**config.mk**
```make
export PLATFORM = sky130hd
export DESIGN_NAME = can_rx_acceptance_filter
export DESIGN_NICKNAME = d
export VERILOG_FILES = /design/src/hw/can_filter_pkg.sv /design/src/hw/can_rx_acceptance_filter.sv
export VERILOG_INCLUDE_DIRS = /design/src /design/src/hw
export SDC_FILE = /design/constraint.sdc
export NUM_CORES = 1
export LEC_CHECK = 0
export BUFFER_PORTS_ARGS = -buffer_cell sky130_fd_sc_hd__buf_2
export CELL_PAD_IN_SITES_DETAIL_PLACEMENT = 0
export CELL_PAD_IN_SITES_GLOBAL_PLACEMENT = 1
export CORE_MARGIN = 3
export CORE_UTILIZATION = 44
export CTS_CLUSTER_SIZE = 25
export DETAILED_ROUTE_END_ITERATION = 16
export GPL_ROUTABILITY_DRIVEN = 0
export HOLD_SLACK_MARGIN = 0.12
export PLACE_DENSITY_LB_ADDON = 0.1
export RECOVER_POWER = 25
export SYNTH_ARGS = -nofsm -noshare
export SYNTH_HDL_FRONTEND = slang
export SYNTH_SLANG_ARGS = --single-unit
export TNS_END_PERCENT = 20
```
**constraint.sdc**
```tcl
create_clock -name ref_clk -period 5.8 [get_ports ref_clk]
set_clock_uncertainty 0.05 [all_clocks]
set_input_delay 1.16 -clock ref_clk [delete_from_list [all_inputs] [get_ports ref_clk]]
set_output_delay 1.16 -clock ref_clk [all_outputs]
set_load 0.01 [all_outputs]
```
**src/hw/can_filter_defines.svh**
```systemverilog
// offsets, field positions and reset values of the acceptance filter
// assumes a 32-bit filter element word read from message ram
`ifndef CAN_FILTER_DEFINES_SVH
`define CAN_FILTER_DEFINES_SVH

`define CF_REG_CTRL      8'h00
`define CF_REG_STD_LIST  8'h04
`define CF_REG_EXT_LIST  8'h08
`define CF_REG_EXT_MASK  8'h0c
`define CF_REG_RXBUF     8'h10
`define CF_REG_PRIO_FLAG 8'h14
`define CF_REG_PRIO_STAT 8'h18
`define CF_REG_RESULT    8'h1c

`define CF_CTRL_STAMP    0
`define CF_CTRL_IRQEN    1
`define CF_MASK_RESET    29'h1fffffff

`define CF_TYPE          31:30
`define CF_STD_CFG       29:27
`define CF_STD_ID1       26:16
`define CF_STD_SYNC      15
`define CF_STD_ID2       10:0
`define CF_EXT_CFG       31:29
`define CF_EXT_SYNC      29
`define CF_EXT_ID        28:0
`define CF_BUF_SEL       10:9
`define CF_BUF_FE        8:6
`define CF_BUF_OFS       5:0

`define CF_STD_MAX       128
`define CF_EXT_MAX       64

`endif

```
**src/hw/can_filter_pkg.sv**
```systemverilog
// types shared by the acceptance filter and its users
// assumes nothing beyond a systemverilog compiler
`default_nettype none
package can_filter_pkg;

  typedef enum logic [2:0] {
    DEST_NONE   = 3'h0,
    DEST_FIFO0  = 3'h1,
    DEST_FIFO1  = 3'h2,
    DEST_REJECT = 3'h3,
    DEST_RXBUF  = 3'h4,
    DEST_DBG_A  = 3'h5,
    DEST_DBG_B  = 3'h6,
    DEST_DBG_C  = 3'h7
  } dest_t;

  typedef enum logic [2:0] {
    S_IDLE  = 3'h0,
    S_ADDR0 = 3'h1,
    S_DATA0 = 3'h2,
    S_ADDR1 = 3'h3,
    S_DATA1 = 3'h4,
    S_DONE  = 3'h5
  } state_t;

  typedef struct packed {
    logic        matched;
    dest_t       dest;
    logic        prio_match;
    logic        ext;
    logic [6:0]  index;
    logic [15:0] buf_addr;
  } result_t;

  typedef struct packed {
    logic        valid;
    logic        xtd;
    logic [28:0] id;
  } frame_t;

endpackage
`default_nettype wire

```
**src/hw/can_rx_acceptance_filter.sv**
```systemverilog
// acceptance filter: walks the filter lists for each received frame
// assumes a synchronous message ram with data one cycle after ram_rd
//
// Implementation choices: the address-and-strobe port and the register addresses.
`timescale 1ns/1ps
`default_nettype none
`include "can_filter_defines.svh"

module can_rx_acceptance_filter
  import can_filter_pkg::*;
#(
  parameter int STD_MAX = `CF_STD_MAX,
  parameter int EXT_MAX = `CF_EXT_MAX
) (
  input  wire logic        ref_clk,
  input  wire logic        reset,
  input  wire logic [7:0]  reg_addr,
  input  wire logic [31:0] reg_wdata,
  input  wire logic        reg_wr,
  input  wire logic        reg_rd,
  output logic      [31:0] reg_rdata,
  input  wire frame_t      frame,
  output logic             busy,
  output logic             ram_rd,
  output logic      [15:0] ram_addr,
  input  wire logic [31:0] ram_rdata,
  output logic             result_valid,
  output result_t          result,
  output logic             sync_rx,
  output logic      [2:0]  filter_event_pulses,
  output logic             prio_irq
);

  // the index and the list counters are sized for these limits only
  if (STD_MAX < 1 || STD_MAX > 128 ||
      EXT_MAX < 1 || EXT_MAX > 64) begin : bad_limits
    $error("filter list limits out of range");
  end

  ////////////////////////////////////////////////////////////////////
  // registers
  logic        use_timestamp_unit;
  logic        irq_enable;
  logic [15:0] std_list_start_addr;
  logic [7:0]  std_count;
  logic [15:0] ext_list_start_addr;
  logic [7:0]  ext_count;
  logic [28:0] global_ext_id_mask;
  logic [15:0] rx_buffer_start_addr;
  logic        high_priority_match_flag;
  logic [9:0]  priority_match_status;

  state_t      state;
  logic        xtd_q;
  logic [28:0] id_q;
  logic [6:0]  idx_q;
  logic [31:0] word0_q;

  // register decode
  wire wr_ctrl = reg_wr && reg_addr == `CF_REG_CTRL;
  wire wr_std  = reg_wr && reg_addr == `CF_REG_STD_LIST;
  wire wr_ext  = reg_wr && reg_addr == `CF_REG_EXT_LIST;
  wire wr_mask = reg_wr && reg_addr == `CF_REG_EXT_MASK;
  wire wr_rxb  = reg_wr && reg_addr == `CF_REG_RXBUF;
  wire clr_pri = reg_wr && reg_addr == `CF_REG_PRIO_FLAG && reg_wdata[0];

  ////////////////////////////////////////////////////////////////////
  // element decode, valid while a data state holds the last word
  wire         eval  = (state == S_DATA0 && !xtd_q) || state == S_DATA1;
  wire  [2:0]  cfg   = xtd_q ? word0_q[`CF_EXT_CFG]
                             : ram_rdata[`CF_STD_CFG];
  wire  [1:0]  ftype = ram_rdata[`CF_TYPE];
  wire         sbit  = xtd_q ? ram_rdata[`CF_EXT_SYNC]
                             : ram_rdata[`CF_STD_SYNC];
  wire  [28:0] id1   = xtd_q ? word0_q[`CF_EXT_ID]
                             : {18'h0, ram_rdata[`CF_STD_ID1]};
  wire  [28:0] id2   = xtd_q ? ram_rdata[`CF_EXT_ID]
                             : {18'h0, ram_rdata[`CF_STD_ID2]};
  wire  [28:0] rid   = xtd_q ? (id_q & global_ext_id_mask) : id_q;
  wire  [10:0] sel2  = id2[10:0];

  // filter type comparisons
  wire in_range  = rid >= id1 && rid <= id2;
  wire dual_hit  = rid == id1 || rid == id2;
  wire class_hit = ((rid ^ id1) & id2) == 29'h0;
  wire raw_range = id_q >= id1 && id_q <= id2;
  wire exact_hit = rid == id1;

  logic type_hit;
  // type 11 means range without mask on the extended list only
  always_comb begin
    case (ftype)
      2'h0:    type_hit = in_range;
      2'h1:    type_hit = dual_hit;
      2'h2:    type_hit = class_hit;
      default: type_hit = xtd_q && raw_range;
    endcase
  end

  // a disabled element never matches and the walk moves on
  wire std_off = !xtd_q && ftype == 2'h3 && cfg != 3'h7;
  wire enabled = cfg != 3'h0 && !std_off;
  wire hit     = enabled && (cfg == 3'h7 ? exact_hit : type_hit);
  wire prio    = cfg == 3'h4 || cfg == 3'h5 || cfg == 3'h6;

  // end of list; a count above the limit is clipped to the limit
  wire [7:0] cnt   = xtd_q ? ext_count : std_count;
  wire [7:0] lim   = xtd_q ? 8'(EXT_MAX) : 8'(STD_MAX);
  wire [7:0] cnt_e = cnt > lim ? lim : cnt;
  wire       last  = ({1'b0, idx_q} + 8'h01) >= cnt_e;

  // element addresses
  wire [6:0]  nidx   = idx_q + 7'h01;
  wire [15:0] std_ad = std_list_start_addr + {9'h0, nidx};
  wire [15:0] ext_ad = ext_list_start_addr + {8'h0, nidx, 1'b0};
  wire [7:0]  fcnt   = frame.xtd ? ext_count : std_count;

  dest_t dest;
  // destination from the configuration code
  always_comb begin
    case (cfg)
      3'h1, 3'h5: dest = DEST_FIFO0;
      3'h2, 3'h6: dest = DEST_FIFO1;
      3'h3:       dest = DEST_REJECT;
      3'h7: begin
        case (sel2[10:9])
          2'h0:    dest = DEST_RXBUF;
          2'h1:    dest = DEST_DBG_A;
          2'h2:    dest = DEST_DBG_B;
          default: dest = DEST_DBG_C;
        endcase
      end
      default:    dest = DEST_NONE;
    endcase
  end

  wire [15:0] buf_ad = rx_buffer_start_addr
                     + {10'h0, sel2[`CF_BUF_OFS]};
  wire        take   = eval && hit;
  wire        pset   = take && prio;

  ////////////////////////////////////////////////////////////////////
  // search state machine
  always_ff @(posedge ref_clk) begin
    if (reset) begin
      state  <= S_IDLE;
      ram_rd <= 1'b0;
    end else begin
      ram_rd <= 1'b0;
      case (state)
        S_IDLE: begin
          if (frame.valid) begin
            state <= fcnt == 8'h00 ? S_DONE : S_ADDR0;
            ram_rd <= fcnt != 8'h00;
          end
        end
        S_ADDR0: state <= S_DATA0;
        S_DATA0: begin
          if (xtd_q) begin
            state  <= S_ADDR1;
            ram_rd <= 1'b1;
          end else if (hit || last) begin
            state <= S_DONE;
          end else begin
            state  <= S_ADDR0;
            ram_rd <= 1'b1;
          end
        end
        S_ADDR1: state <= S_DATA1;
        S_DATA1: begin
          state  <= (hit || last) ? S_DONE : S_ADDR0;
          ram_rd <= !(hit || last);
        end
        S_DONE:  state <= S_IDLE;
        default: state <= S_IDLE;
      endcase
    end
  end

  // frame capture, index walk and ram address
  always_ff @(posedge ref_clk) begin
    if (reset) begin
      xtd_q    <= 1'b0;
      id_q     <= 29'h0;
      idx_q    <= 7'h0;
      word0_q  <= 32'h0;
      ram_addr <= 16'h0;
    end else if (state == S_IDLE && frame.valid) begin
      xtd_q    <= frame.xtd;
      id_q     <= frame.xtd ? frame.id : {18'h0, frame.id[10:0]};
      idx_q    <= 7'h0;
      ram_addr <= frame.xtd ? ext_list_start_addr
                            : std_list_start_addr;
    end else if (state == S_DATA0 && xtd_q) begin
      word0_q  <= ram_rdata;
      ram_addr <= ram_addr + 16'h0001;
    end else if (eval && !hit && !last) begin
      idx_q    <= nidx;
      ram_addr <= xtd_q ? ext_ad : std_ad;
    end
  end

  // result and pulses toward receive handler and timestamp unit
  always_ff @(posedge ref_clk) begin
    if (reset) begin
      result_valid        <= 1'b0;
      result              <= '0;
      sync_rx             <= 1'b0;
      filter_event_pulses <= 3'h0;
    end else begin
      result_valid <= eval && (hit || last)
                   || (state == S_IDLE && frame.valid && fcnt == 8'h00);
      if (take) begin
        result <= '{matched: 1'b1, dest: dest, prio_match: prio,
                    ext: xtd_q, index: idx_q, buf_addr: buf_ad};
      end else if (state == S_IDLE && frame.valid) begin
        // cleared only when a new frame is taken, so the result stands
        result <= '{matched: 1'b0, dest: DEST_NONE, prio_match: 1'b0,
                    ext: frame.xtd, index: 7'h0, buf_addr: 16'h0};
      end
      // pulse even if the target fifo later refuses the frame
      sync_rx <= take && use_timestamp_unit && sbit;
      filter_event_pulses <= (take && cfg == 3'h7)
                           ? sel2[`CF_BUF_FE] : 3'h0;
    end
  end

  ////////////////////////////////////////////////////////////////////
  // software registers; a new priority match wins over the clear
  always_ff @(posedge ref_clk) begin
    if (reset) begin
      use_timestamp_unit       <= 1'b0;
      irq_enable               <= 1'b0;
      std_list_start_addr      <= 16'h0;
      std_count                <= 8'h0;
      ext_list_start_addr      <= 16'h0;
      ext_count                <= 8'h0;
      global_ext_id_mask       <= `CF_MASK_RESET;
      rx_buffer_start_addr     <= 16'h0;
      high_priority_match_flag <= 1'b0;
      priority_match_status    <= 10'h0;
      prio_irq                 <= 1'b0;
    end else begin
      if (wr_ctrl) begin
        use_timestamp_unit <= reg_wdata[`CF_CTRL_STAMP];
        irq_enable         <= reg_wdata[`CF_CTRL_IRQEN];
      end
      if (wr_std) begin
        std_list_start_addr <= reg_wdata[15:0];
        std_count           <= reg_wdata[23:16];
      end
      if (wr_ext) begin
        ext_list_start_addr <= reg_wdata[15:0];
        ext_count           <= reg_wdata[23:16];
      end
      if (wr_mask) global_ext_id_mask <= reg_wdata[28:0];
      if (wr_rxb)  rx_buffer_start_addr <= reg_wdata[15:0];
      high_priority_match_flag <= pset
        || (high_priority_match_flag && !clr_pri);
      if (pset) begin
        priority_match_status <= {cfg == 3'h6, cfg != 3'h4,
                                  xtd_q, idx_q};
      end
      prio_irq <= irq_enable && (pset
        || (high_priority_match_flag && !clr_pri));
    end
  end

  // read mux; unmapped offsets read zero
  logic [31:0] rd_mux;
  always_comb begin
    case (reg_addr)
      `CF_REG_CTRL:     rd_mux = {30'h0, irq_enable, use_timestamp_unit};
      `CF_REG_STD_LIST: rd_mux = {8'h0, std_count, std_list_start_addr};
      `CF_REG_EXT_LIST: rd_mux = {8'h0, ext_count, ext_list_start_addr};
      `CF_REG_EXT_MASK: rd_mux = {3'h0, global_ext_id_mask};
      `CF_REG_RXBUF:    rd_mux = {16'h0, rx_buffer_start_addr};
      `CF_REG_PRIO_FLAG: rd_mux = {31'h0, high_priority_match_flag};
      `CF_REG_PRIO_STAT: rd_mux = {22'h0, priority_match_status};
      `CF_REG_RESULT:   rd_mux = {2'h0, busy, result};
      default:          rd_mux = 32'h0;
    endcase
  end

  // read data stands in the cycle after the strobe only
  always_ff @(posedge ref_clk) begin
    if (reset) begin
      reg_rdata <= 32'h0;
      busy      <= 1'b0;
    end else begin
      reg_rdata <= reg_rd ? rd_mux : 32'h0;
      busy      <= !(state == S_IDLE && !frame.valid)
                && !(state == S_DONE);
    end
  end

  ////////////////////////////////////////////////////////////////////
  // checks
  a_sync_pulse: assert property (@(posedge ref_clk) disable iff (reset)
    (take && use_timestamp_unit && sbit) |=> sync_rx)
    else $error("sync pulse missing after sync match");
  a_sync_cause: assert property (@(posedge ref_clk) disable iff (reset)
    sync_rx |-> $past(take) && $past(sbit) ##1 !sync_rx)
    else $error("sync pulse without cause or too long");
  a_fe_cause: assert property (@(posedge ref_clk) disable iff (reset)
    (filter_event_pulses != 3'h0) |-> $past(take && cfg == 3'h7)
    ##1 filter_event_pulses == 3'h0)
    else $error("filter event pulse wrong");
  a_stop_first: assert property (@(posedge ref_clk) disable iff (reset)
    take |=> result_valid && result.matched && state == S_DONE)
    else $error("search went on after a match");
  a_prio_set: assert property (@(posedge ref_clk) disable iff (reset)
    pset |=> high_priority_match_flag
    && priority_match_status[6:0] == $past(idx_q))
    else $error("priority match not recorded");
  a_std_off: assert property (@(posedge ref_clk) disable iff (reset)
    (state == S_DATA0 && !xtd_q && ram_rdata[`CF_TYPE] == 2'h3
     && ram_rdata[`CF_STD_CFG] != 3'h7) |=> !result.matched)
    else $error("disabled standard element matched");
  a_idx_step: assert property (@(posedge ref_clk) disable iff (reset)
    (eval && !hit && !last) |=> idx_q == $past(idx_q) + 7'h01
    && state == S_ADDR0)
    else $error("index did not step upward");
  a_buf_exact: assert property (@(posedge ref_clk) disable iff (reset)
    (take && cfg == 3'h7) |=> result.dest >= DEST_RXBUF
    && result.buf_addr == $past(buf_ad))
    else $error("buffer target wrong");
  a_prio_dest: assert property (@(posedge ref_clk) disable iff (reset)
    (take && cfg == 3'h4) |=> result.prio_match
    && result.dest == DEST_NONE)
    else $error("priority-only stored a frame");
  // an empty list answers at once with no match
  a_empty_list: assert property (@(posedge ref_clk) disable iff (reset)
    (state == S_IDLE && frame.valid && fcnt == 8'h00)
    |=> result_valid && !result.matched)
    else $error("empty list not answered");
  // the result stands untouched until a match or a new frame
  a_result_hold: assert property (@(posedge ref_clk) disable iff (reset)
    (!take && !(state == S_IDLE && frame.valid)) |=> $stable(result))
    else $error("result changed without cause");
  // a reject element neither stores nor flags priority
  a_reject_dest: assert property (@(posedge ref_clk) disable iff (reset)
    (take && cfg == 3'h3) |=> result.dest == DEST_REJECT
    && !result.prio_match)
    else $error("reject element stored or flagged");
  // interrupt follows a priority match when enabled
  a_prio_irq: assert property (@(posedge ref_clk) disable iff (reset)
    (pset && irq_enable) |=> prio_irq)
    else $error("priority interrupt missing");

endmodule
`default_nettype wire

```
### Word-level counts from Yosys, hierarchy flattened

Cells that the tools add are included.

| operators by class | value |
|---|---|
| $add $sub $neg | 6 |
| $lt $le $gt $ge | 6 |
| eq/ne operators | 29 |
| multiplexer cells | 31 |
| bitwise operators | 7 |
| reduce and logical (&&, ||, !) cells | 63 |

Operator list:

| operator | count |
|---|---|
| case mux 30 bit (8 select lines) | 1 |
| two-way mux 29 bit | 6 |
| two-way mux 16 bit | 5 |
| AND 29 bit | 2 |
| equality test 29 bit | 2 |
| >= comparator 29 bit | 2 |
| <= comparator 29 bit | 2 |
| equality test 8 x 5 -> 1 bit (second input constant) | 4 |
| two-way mux 8 bit | 4 |
| logical AND 1 bit | 30 |
| zero test 29 bit | 1 |
| bitwise XOR 29 bit | 1 |
| equality test 3 bit (second input constant) | 6 |
| adder 16 x 1 -> 16 bit (second input constant) | 1 |
| adder 16 x 6 -> 16 bit | 1 |
| adder 16 x 7 -> 16 bit | 1 |
| adder 16 x 8 -> 16 bit | 1 |
| equality test 8 x 4 -> 1 bit (second input constant) | 2 |
| zero test 8 bit | 2 |
| two-way mux 3 bit | 5 |
| case mux 3 bit (5 select lines) | 1 |
| equality test 3 x 2 -> 1 bit (second input constant) | 4 |
| case mux 3 bit (4 select lines) | 1 |
| OR reduction 2 bit | 5 |
| other kinds (22) | 52 |

| word-level totals | value |
|---|---|
| register bits after elaboration | 263 |
| input port bits | 107 |
| output and inout port bits | 85 |
| logic and storage cells | 171 |

### Logic depth before layout (Yosys ltp)

Gate-level depths: netlist of the first run.

| logic depth | value |
|---|---|
| depth in word-level cells | 14 |
| mapped depth | 25 |
| depth with buffers taken out | 21 |

### Worst setup path after synthesis of the first run

No wires, ideal clock.

| timing path | value |
|---|---|
| path kind | register to register |
| from | register xtd_q |
| to | register ram_addr[10] |
| library setup time | 0.123 ns |
| arrival | 5.085 ns |
| data required time | 5.627 ns |
| setup slack | 0.542 ns |
| stages on the path, launching flop included | 26 |
| path buffers | 6 |
| period minus slack after synthesis | 5.258 ns |
| cells stage by stage | dfxtp_1 buf_6 buf_6 buf_2 clkbuf_1 clkbuf_1 buf_1 mux2i_1 ha_1 a21oi_1 nand2_1 nand2_1 o21ai_0 inv_1 nor2_1 ha_1 nand2b_1 a21o_1 a21o_1 a211o_1 a21oi_1 o21ai_0 a211oi_1 o31ai_2 nor2_2 mux2_1 |

| on the way | value |
|---|---|
| word-level cells in the longest chain between the ends | 11 |
| elaborated cells on any way between the ends | 45 |
| those cells by class | 6 x order compare; 4 x eq/ne; 13 x mux; 2 x bitwise; 20 x reduce/logical |

RTL lines:

| what | RTL line | source |
|---|---|---|
| start, declared | can_rx_acceptance_filter.sv:54 | `logic xtd_q;` |
| start signal, assigned | can_rx_acceptance_filter.sv:189 | `xtd_q <= frame.xtd;` |
| two-way mux 29 bit (on tied branches) | can_rx_acceptance_filter.sv:75, can_rx_acceptance_filter.sv:77, can_rx_acceptance_filter.sv:79 |  |
| >= comparator 29 bit (tied with other cells) | can_rx_acceptance_filter.sv:86 | `wire raw_range = id_q >= id1 && id_q <= id2;` |
| logical AND 1 bit / AND 29 bit (equally long branches) | can_rx_acceptance_filter.sv:86, can_rx_acceptance_filter.sv:85 |  |
| logical AND 1 bit / zero test 29 bit (equally long branches) | can_rx_acceptance_filter.sv:96, can_rx_acceptance_filter.sv:85 |  |
| case mux 1 bit (3 select lines) | can_rx_acceptance_filter.sv:92 | `case (ftype)` |
| two-way mux 1 bit | can_rx_acceptance_filter.sv:103 | `wire hit = enabled && (cfg == 3'h7 ? exact_hit : type_hit);` |
| logical AND 1 bit | can_rx_acceptance_filter.sv:103 |  |
| zero test 1 bit | can_rx_acceptance_filter.sv:197 | `end else if (eval && !hit && !last) begin` |
| logical AND 1 bit (2 in series) | can_rx_acceptance_filter.sv:197 |  |
| nonzero test 3 bit (no line) | n/a |  |
| end signal, assigned | can_rx_acceptance_filter.sv:192 | `ram_addr <= frame.xtd ? ext_list_start_addr` |
| end signal, assigned | can_rx_acceptance_filter.sv:196 | `ram_addr <= ram_addr + 16'h0001;` |
| end signal, assigned | can_rx_acceptance_filter.sv:199 | `ram_addr <= xtd_q ? ext_ad : std_ad;` |
| end, declared | can_rx_acceptance_filter.sv:25 | `output logic [15:0] ram_addr,` |

Parallel ways exist; a longest one is shown, timed or not. The select of a mux whose other input is x is not followed.
A chain may end at the register's enable or synchronous reset.

### Worst setup path in the final report of the first run

| timing path | value |
|---|---|
| from | register ext_count[2] |
| to | register ram_addr[14] |

| on the way | value |
|---|---|
| word-level cells in the longest chain between the ends | 7 |

RTL lines:

| what | RTL line | source |
|---|---|---|
| start, declared | can_rx_acceptance_filter.sv:47 | `logic [7:0] ext_count;` |
| start signal, assigned | can_rx_acceptance_filter.sv:254 | `ext_count <= reg_wdata[23:16];` |
| two-way mux 8 bit (*) | can_rx_acceptance_filter.sv:107 | `wire [7:0] cnt = xtd_q ? ext_count : std_count;` |
| greater-than comparator 8 bit | can_rx_acceptance_filter.sv:109 | `wire [7:0] cnt_e = cnt > lim ? lim : cnt;` |
| two-way mux 8 bit (*) | can_rx_acceptance_filter.sv:109 |  |
| >= comparator 8 bit (*) | can_rx_acceptance_filter.sv:110 | `wire last = ({1'b0, idx_q} + 8'h01) >= cnt_e;` |
| zero test 1 bit (*) | can_rx_acceptance_filter.sv:197 |  |
| logical AND 1 bit (*) | can_rx_acceptance_filter.sv:197 |  |
| nonzero test 3 bit (no line) (*) | n/a |  |

Mark *: on every way between the ends. The rest lies on a longest branch, timed or not.

==> results by group, run 1 <==
Outcome
  • Status: finished, violations left
  • Violated checks: max-capacitance violations, max-slew violations

Cells and area
  • Share of cells above drive strength 1: ~11%
  • FF+latch area: around 5200 um^2
  • Nets: 2353
  • Multi-input logic area: about 10000 um^2
  • Fillers: 3491
  • Area growth from synthesis to layout: 13.7%
  • Antenna Cells: 0

STA
  • Final Hold Violating Endpoints: 0
  • Setup TNS: 0 ns
  • Fmax: about 0.2 GHz
  • Final min period: about 4.9 ns
  • Worst slew margin: -140%
  • Slew Limit Fails: 127
  • Setup repair after global routing missed its margin: false
  • Final period utilization: about 85%
  • Worst-Margin Slew: roughly 3.6 ns
  • Setup violators final: 0

Clock network
  • CTS Hold Bufs: 0
  • Number of setup buffers added after CTS: 0
  • Clock slew at reported path FFs: 0.06 ns
  • Cts repair resizes: 0
  • CTS tree: done
  • Clock Tree Root: clkbuf_16
  • # H-tree levels: 1
  • Longest Clk Path Bufs: 3
  • Clk_lat worst skew: roughly 0.58 ns
  • Cts bufs inserted: 30
  • CTS sink cnt: 261

Critical path
  • Worst setup EP type: flip-flop
  • Sum of buffers and inverters on the critical path: 2
  • Type of origin of the critical path: flip-flop
  • Critical path's most frequent cell: o21ai_0
  • CP delay by family, top: compound AO/OA/AOI/OAI gates
  • Crit path cell chain: or4_1 -> nor3_1 -> nand2_1 -> o21ai_0 -> a21oi_1 -> o21ai_0 -> inv_1 -> nor2_1 -> ha_1 -> nand2b_1 -> a21o_1 -> a21o_1 -> a211o_1 -> a21oi_1 -> o21ai_0 -> a211oi_1 -> o31ai_2 -> buf_4 -> or3_1 -> a221oi_2
  • Max incr delay on CP: between 0.5 and 0.6 ns
  • Critical path's slowest cell: or4_1
  • Critical path type: reg2reg
  • Crit path arrival time: ~5.3 ns
  • Worst EP required: roughly 6.2 ns
  • Worst-path fanout max: 7

Synthesis
  • #FFs+latches synth: roughly 260
  • Post-Syn Area: ~16000 um^2
  • Synth cell types: 85
  • Synth Warn #: 0
  • Main synth FF type: dfxtp_1
  • Yosys top cell area share: 33.0%
  • Post-synth EDFFs: 0
  • Yosys top cell by area: dfxtp_1
  • Area contributors post-synth: dfxtp_1 (33%), ha_1 (11%), nand2_1 (9.7%), a21oi_1 (6.9%), a22oi_1 (2.7%)
  • Gate count of the mapped netlist: between 1500 and 2000
  • Syn avg cell area: 8.04 um^2
  • Async set-reset flop share out of synthesis: 0%
  • Post-synthesis sequential area ratio: around a third

Floorplan
  • Die H: about 200 um
  • Chip width: between 150 and 200 um
  • Io pins: 192
  • Row cnt: slightly below 70
  • CORE AREA: between 30000 and 40000 um^2
  • Die Area: 38400 um^2
  • Starting Density: between 40% and 50%

Drt
  • First-pass iteration count of the detailed router: 6
  • Via density: slightly below 6
  • Wirelength per Cell: roughly 22 um
  • Number of routed nets with antenna violations: 0
  • Total wire length: 56400 um
  • DRC violations left: 0
  • Vias: around 15000
  • DR iter-0 viols: roughly 1200

Power
  • Clk pwr share: roughly two fifths
  • Maximum vdd drop: about 0.00022 V
  • Sw Pwr: about 1.4 mW
  • Combinational group share of total power: between 10% and 20%
  • Power Internal: approximately 3.3 mW
  • Pwr dens: between 200 and 300 nW/um^2
  • Leak: just over 7 nW
  • Seq pwr share: between 40% and 50%
  • Total power: around 4.7 mW
  • Net Sw Frac: roughly 30%

Global route
  • Grt ovf: 0
  • Total GRT Usage: roughly 28%
  • First-pass GRT wire length: roughly 85000 um
  • Largest net degree at the start of global routing: 80
  • Initial antenna violation count: 1
  • Number of global-route vias before repair: between 10000 and 15000

Placed design
  • Placed wire-length estimate: between 40000 and 50000 um
  • # port buffers: roughly 190

Worst hold path
  • Tightest Hold Check Type: reg2reg

Run
  • Max-capacitance violation count: 2
[placed cells by master (no fill, tap or decap), types with 15 or more instances in the layout]
cell	Yosys	layout
nand3_1	32	32
a22o_1	34	34
mux2i_1	37	37
nand2_1	408	408
and3_1	17	17
a21o_1	21	21
clkbuf_1	98	85
inv_1	70	69
buf_4	2	22
a31oi_1	18	18
dfxtp_1	261	260
a211oi_1	15	15
nor3_1	16	15
ha_1	141	141
a21oi_1	218	218
nand2b_1	24	24
nand4_1	22	22
xor2_1	34	34
a22oi_1	57	57
clkbuf_16	0	30
o211ai_1	47	47
a21boi_0	26	26
o21ai_0	50	50
xnor2_1	33	33
nor2_1	72	69
buf_2	6	111
[worst register-to-register path, cell delays in order, from the launching register on]
cell	delay, ns
dfxtp_1	0.34
or4_1	0.51
nor3_1	0.24
nand2_1	0.08
o21ai_0	0.09
a21oi_1	0.10
o21ai_0	0.48
inv_1	0.09
nor2_1	0.12
ha_1	0.23
nand2b_1	0.14
a21o_1	0.17
a21o_1	0.17
a211o_1	0.28
a21oi_1	0.15
o21ai_0	0.24
a211oi_1	0.33
o31ai_2	0.16
buf_4	0.21
or3_1	0.36
a221oi_2	0.26
[registers in the layout (all words and copies together) (netlist names), 8 cells and up]
signal	count
ext_count	8
word0_q	32
rx_buffer_start_addr	16
result	29
std_list_start_addr	16
id_q	29
std_count	8
global_ext_id_mask	29
priority_match_status	10
reg_rdata	30
ext_list_start_addr	16
ram_addr	16
[power groups by stage]
stage	sequential, mW	clock [mW]	combinational [mW]
finish	1.91	1.90	0.868
floorplan	1.92	0	0.564
CTS	1.91	1.93	0.863
global route	1.92	2.00	0.946
detailed placement	1.95	0	0.859
global placement	1.95	0	0.848
[logic make-up (layout without fill, tap and decap cells)]
family / count (synthesis) / count (layout) / synth area share, %
buf+inv: 185 / 335 / 4.57
compound gates: 589 / 589 / 24.8
other cells: 1 / 2 / 0.0236
mux: 50 / 50 / 3.27
simple gates: 674 / 674 / 19.1
flops: 261 / 261 / 33.0
xor+xnor: 67 / 67 / 3.70
fa+ha+maj: 145 / 145 / 11.6
[area by class of cell]
type                       count  area share, %
clock buffer                  47           5.07
clock inverter                 6          0.409
inverter                      70           1.46
multi-input combinational   1527           55.2
sequential                   261           29.0
tap                          455           3.16
timing repair buffer         212           5.73
[synth_stat cells (8+ instances only)]
master and n:
inv_1 70, a21oi_1 218, a22oi_1 57, and2_1 10, nor2_1 72, a211oi_1 15
o2111ai_1 10, o211ai_1 47, a22o_1 34, and3_1 17, mux2_2 11, a31oi_1 18
ha_1 141, nor4_1 8, o21bai_1 8, nand2_1 408, a21boi_0 26, dfxtp_1 261
nand3b_1 12, nand4_1 22, o21ai_0 50, nor2b_1 14, xnor2_1 33, a21o_1 21
o22ai_1 11, nand3_1 32, nor3_1 16, clkbuf_1 98, xor2_1 34, nand2b_1 24
mux2i_1 37
[routing by layer]
metal / GRT usage (%) / share of wire [%]
met1: 38.2 / 44
met2: 45.4 / 46
met3: 3.81 / 6.4
met4: 10.3 / 3.9
met5: 0 / 0.023
[stage by stage]
step                      util [%]  worst slack (ns)  hold slack, ns  instance area, um^2  std cells
after floorplan                  -             0.542           0.375                15900       1973
after global routing          51.5             0.458           0.429                18000       2578
after global placement        48.9             0.976           0.392                17200       2525
after CTS                     51.8             0.915           0.406                18100       2578
final                         51.5             0.866           0.404                18000       2578
after detailed placement      48.9             0.928           0.398                17200       2525
[worst paths after layout]
| kind | slack, ns | cells past startpoint | to | startpoint |
|---|---|---|---|---|
| setup / recovery | 0.87 | 20 | ram_addr[14]$_SDFFE_PP0P_ | ext_count[2]$_SDFFE_PP0P_ |
| setup reg to reg | 0.87 | 20 | ram_addr[14]$_SDFFE_PP0P_ | ext_count[2]$_SDFFE_PP0P_ |
| hold reg to reg | 0.40 | 2 | word0_q[25]$_SDFFE_PP0P_ | word0_q[25]$_SDFFE_PP0P_ |
| hold / removal | 0.40 | 2 | word0_q[25]$_SDFFE_PP0P_ | word0_q[25]$_SDFFE_PP0P_ |
Power figures use the tool's default switching activity.
==> run 2, diff against run 1 <==
--- a/config.mk
+++ b/config.mk
@@ -10,7 +10,7 @@
 export CELL_PAD_IN_SITES_DETAIL_PLACEMENT = 0
 export CELL_PAD_IN_SITES_GLOBAL_PLACEMENT = 1
 export CORE_MARGIN = 3
-export CORE_UTILIZATION = 44
+export CORE_UTILIZATION = 25
 export CTS_CLUSTER_SIZE = 25
 export DETAILED_ROUTE_END_ITERATION = 16
 export GPL_ROUTABILITY_DRIVEN = 0
==> results by group, run 2 (synthesis results as in run 1) <==
Clock network
  • Cts repair resizes: 0 (unchanged)
  • Cts bufs inserted: 35 (+17%)
  • Clk_lat worst skew: 0.55 ns (-0.03 ns)
  • Clock slew at reported path FFs: 0.06 ns (about the same)
  • CTS sink cnt: 261 (unchanged)
  • CTS Hold Bufs: 0 (unchanged)
  • Number of setup buffers added after CTS: 0 (unchanged)
  • Clock Tree Root: clkbuf_16
  • # H-tree levels: 2 (+1)
  • CTS tree: done
  • Longest Clk Path Bufs: 3 (unchanged)

Drt
  • Total wire length: 67400 um (+20%)
  • DRC violations left: 0 (unchanged)
  • Number of routed nets with antenna violations: 0 (unchanged)
  • Via density: 5.03 (-16%)
  • DR iter-0 viols: 964 (-20%)
  • First-pass iteration count of the detailed router: 8 (+2)
  • Wirelength per Cell: 22.6 um (+3.4%)
  • Vias: 15000 (-2.3%)

STA
  • Worst-Margin Slew: 3.69 ns (+0.0879 ns)
  • Final min period: 5.28 ns (+0.343 ns)
  • Setup violators final: 0 (unchanged)
  • Slew Limit Fails: 166 (+31%)
  • Setup repair after global routing missed its margin: false
  • Final period utilization: 91.0% (+5.9 points)
  • Final Hold Violating Endpoints: 0 (unchanged)
  • Hold WS: 0.391 ns (-0.0133 ns)
  • Setup TNS: 0 ns (unchanged)
  • Worst slew margin: -146% (-5.9 points)
  • Fmax: 0.189 GHz (-6.5%)

Critical path
  • Crit path cell chain: clkbuf_2 -> clkbuf_1 -> buf_4 -> a21oi_1
  • Worst EP required: 6.15 ns (-0.05 ns)
  • Worst setup EP type: flip-flop
  • Type of origin of the critical path: primary input
  • Max incr delay on CP: 2.65 ns (+2.14 ns)
  • Worst-path fanout max: 65 (+58)
  • Critical path's slowest cell: clkbuf_1
  • Crit path arrival time: 5.62 ns (+0.29 ns)
  • Critical path type: in2reg

Cells and area
  • Most common cell after layout, fill and taps aside: nand2_1
  • Antenna Cells: 0 (unchanged)
  • Most frequent cells in the layout: nand2_1 (408), dfxtp_1 (260), a21oi_1 (218)
  • Nets: 2368 (+0.64%)
  • Area growth from synthesis to layout: 18.4%
  • Max reg flops: 32 (unchanged)
  • Share of cells above drive strength 1: 11.4% (+0.55 points)
  • Largest Register: word0_q
  • Largest registers: word0_q (32), reg_rdata (30)

Floorplan
  • Io pins: 192 (unchanged)
  • CORE AREA: 62300 um^2 (+78%)
  • Starting Density: 25.5% (-20 points)
  • Chip width: 258 um (+32%)
  • Row cnt: 91 (+34%)
  • Die Area: 66500 um^2 (+73%)
  • Die H: 258 um (+32%)

Global route
  • Grt met3 use: 2.98% (-0.83 points)
  • First-pass GRT wire length: 99800 um (+17%)
  • Total GRT Usage: 19.8% (-8.2 points)
  • M1 GR Usage: 27.0% (-11 points)
  • GRT busiest layer: met2
  • Grt ovf: 0 (unchanged)
  • Number of global-route vias before repair: 15100 (+4.3%)
  • GR Util met2: 32.7% (-13 points)
  • Largest net degree at the start of global routing: 66 (-18%)
  • Initial antenna violation count: 3 (+2)

Power
  • Leak: 7.25 nW (+2.0%)
  • Pwr dens: 271 nW/um^2 (+4.8%)
  • Total power: 5.10 mW (+9.1%)
  • Maximum vdd drop: 0.000181 V (-20%)

Worst hold path
  • Tightest Hold Check Type: reg2reg

Placed design
  • # port buffers: 186 (unchanged)
  • Placed wire-length estimate: 51600 um (+21%)

Run
  • Max-capacitance violation count: 3 (+1)

Outcome
  • Status: finished, violations left
  • Violated checks: max-capacitance violations, max-slew violations
-- run 2: changes by cell type in the layout (fill, tap and decap cells not counted), moves of 5 or more --
cell / before / now
clkbuf_1: 85 / 91
clkbuf_16: 30 / 35
buf_2: 111 / 105
clkinv_2: 1 / 7
clkbuf_8: 10 / 4
buf_4: 22 / 32
-- run 2: stage by stage --
step           setup slack [ns]  instance area [um^2]  instances  utilization (%)
6_report                  0.523                 18800       2981             30.2
5_1_grt                   0.232                 18800       2981             30.2
4_1_cts                   0.782                 18900       2981             30.3
3_5_place_dp              0.821                 17700       2917             28.4
3_3_place_gp              0.842                 17700       2917             28.4
2_1_floorplan             0.542                 15900       1973                -
-- run 2: report_power, final --
| group | internal, mW | switching [mW] | total, mW |
|---|---|---|---|
| Combinational | 0.322 | 0.579 | 0.901 |
| Sequential | 1.84 | 0.0773 | 1.91 |
| Clock | 1.39 | 0.888 | 2.28 |
-- run 2: layer usage --
layer  up-vias  routed length, um
met5         -                  0
met4         0               1550
met3        70               2690
met2       318              31300
met1      7218              31900
li1       7393                  -
-- run 2: layout make-up --
class	count	area, um^2
inverter	70	263
timing repair buffer	222	1100
fill	6780	43500
sequential	261	5230
clock inverter	17	229
clock buffer	47	961
tap	837	1050
multi-input combinational	1527	9950
-- run 2: final timing paths --
kind / start / endpoint / slack, ns / depth (start not counted)
max reg2reg: ext_count[2]$_SDFFE_PP0P_ / ram_addr[14]$_SDFFE_PP0P_ / 0.80 / 20
min reg2reg: busy$_SDFF_PP0_ / reg_rdata[29]$_SDFF_PP0_ / 0.39 / 2
max: reset / word0_q[7]$_SDFFE_PP0P_ / 0.52 / 4
min: busy$_SDFF_PP0_ / reg_rdata[29]$_SDFF_PP0_ / 0.39 / 2
-- run 2: critical path, delay by kind of cell --
| family | cells | cell delay [ns] |
|---|---|---|
| buffers and inverters | 3 | 4.32 |
| AOI/OAI and AO/OA | 1 | 0.08 |
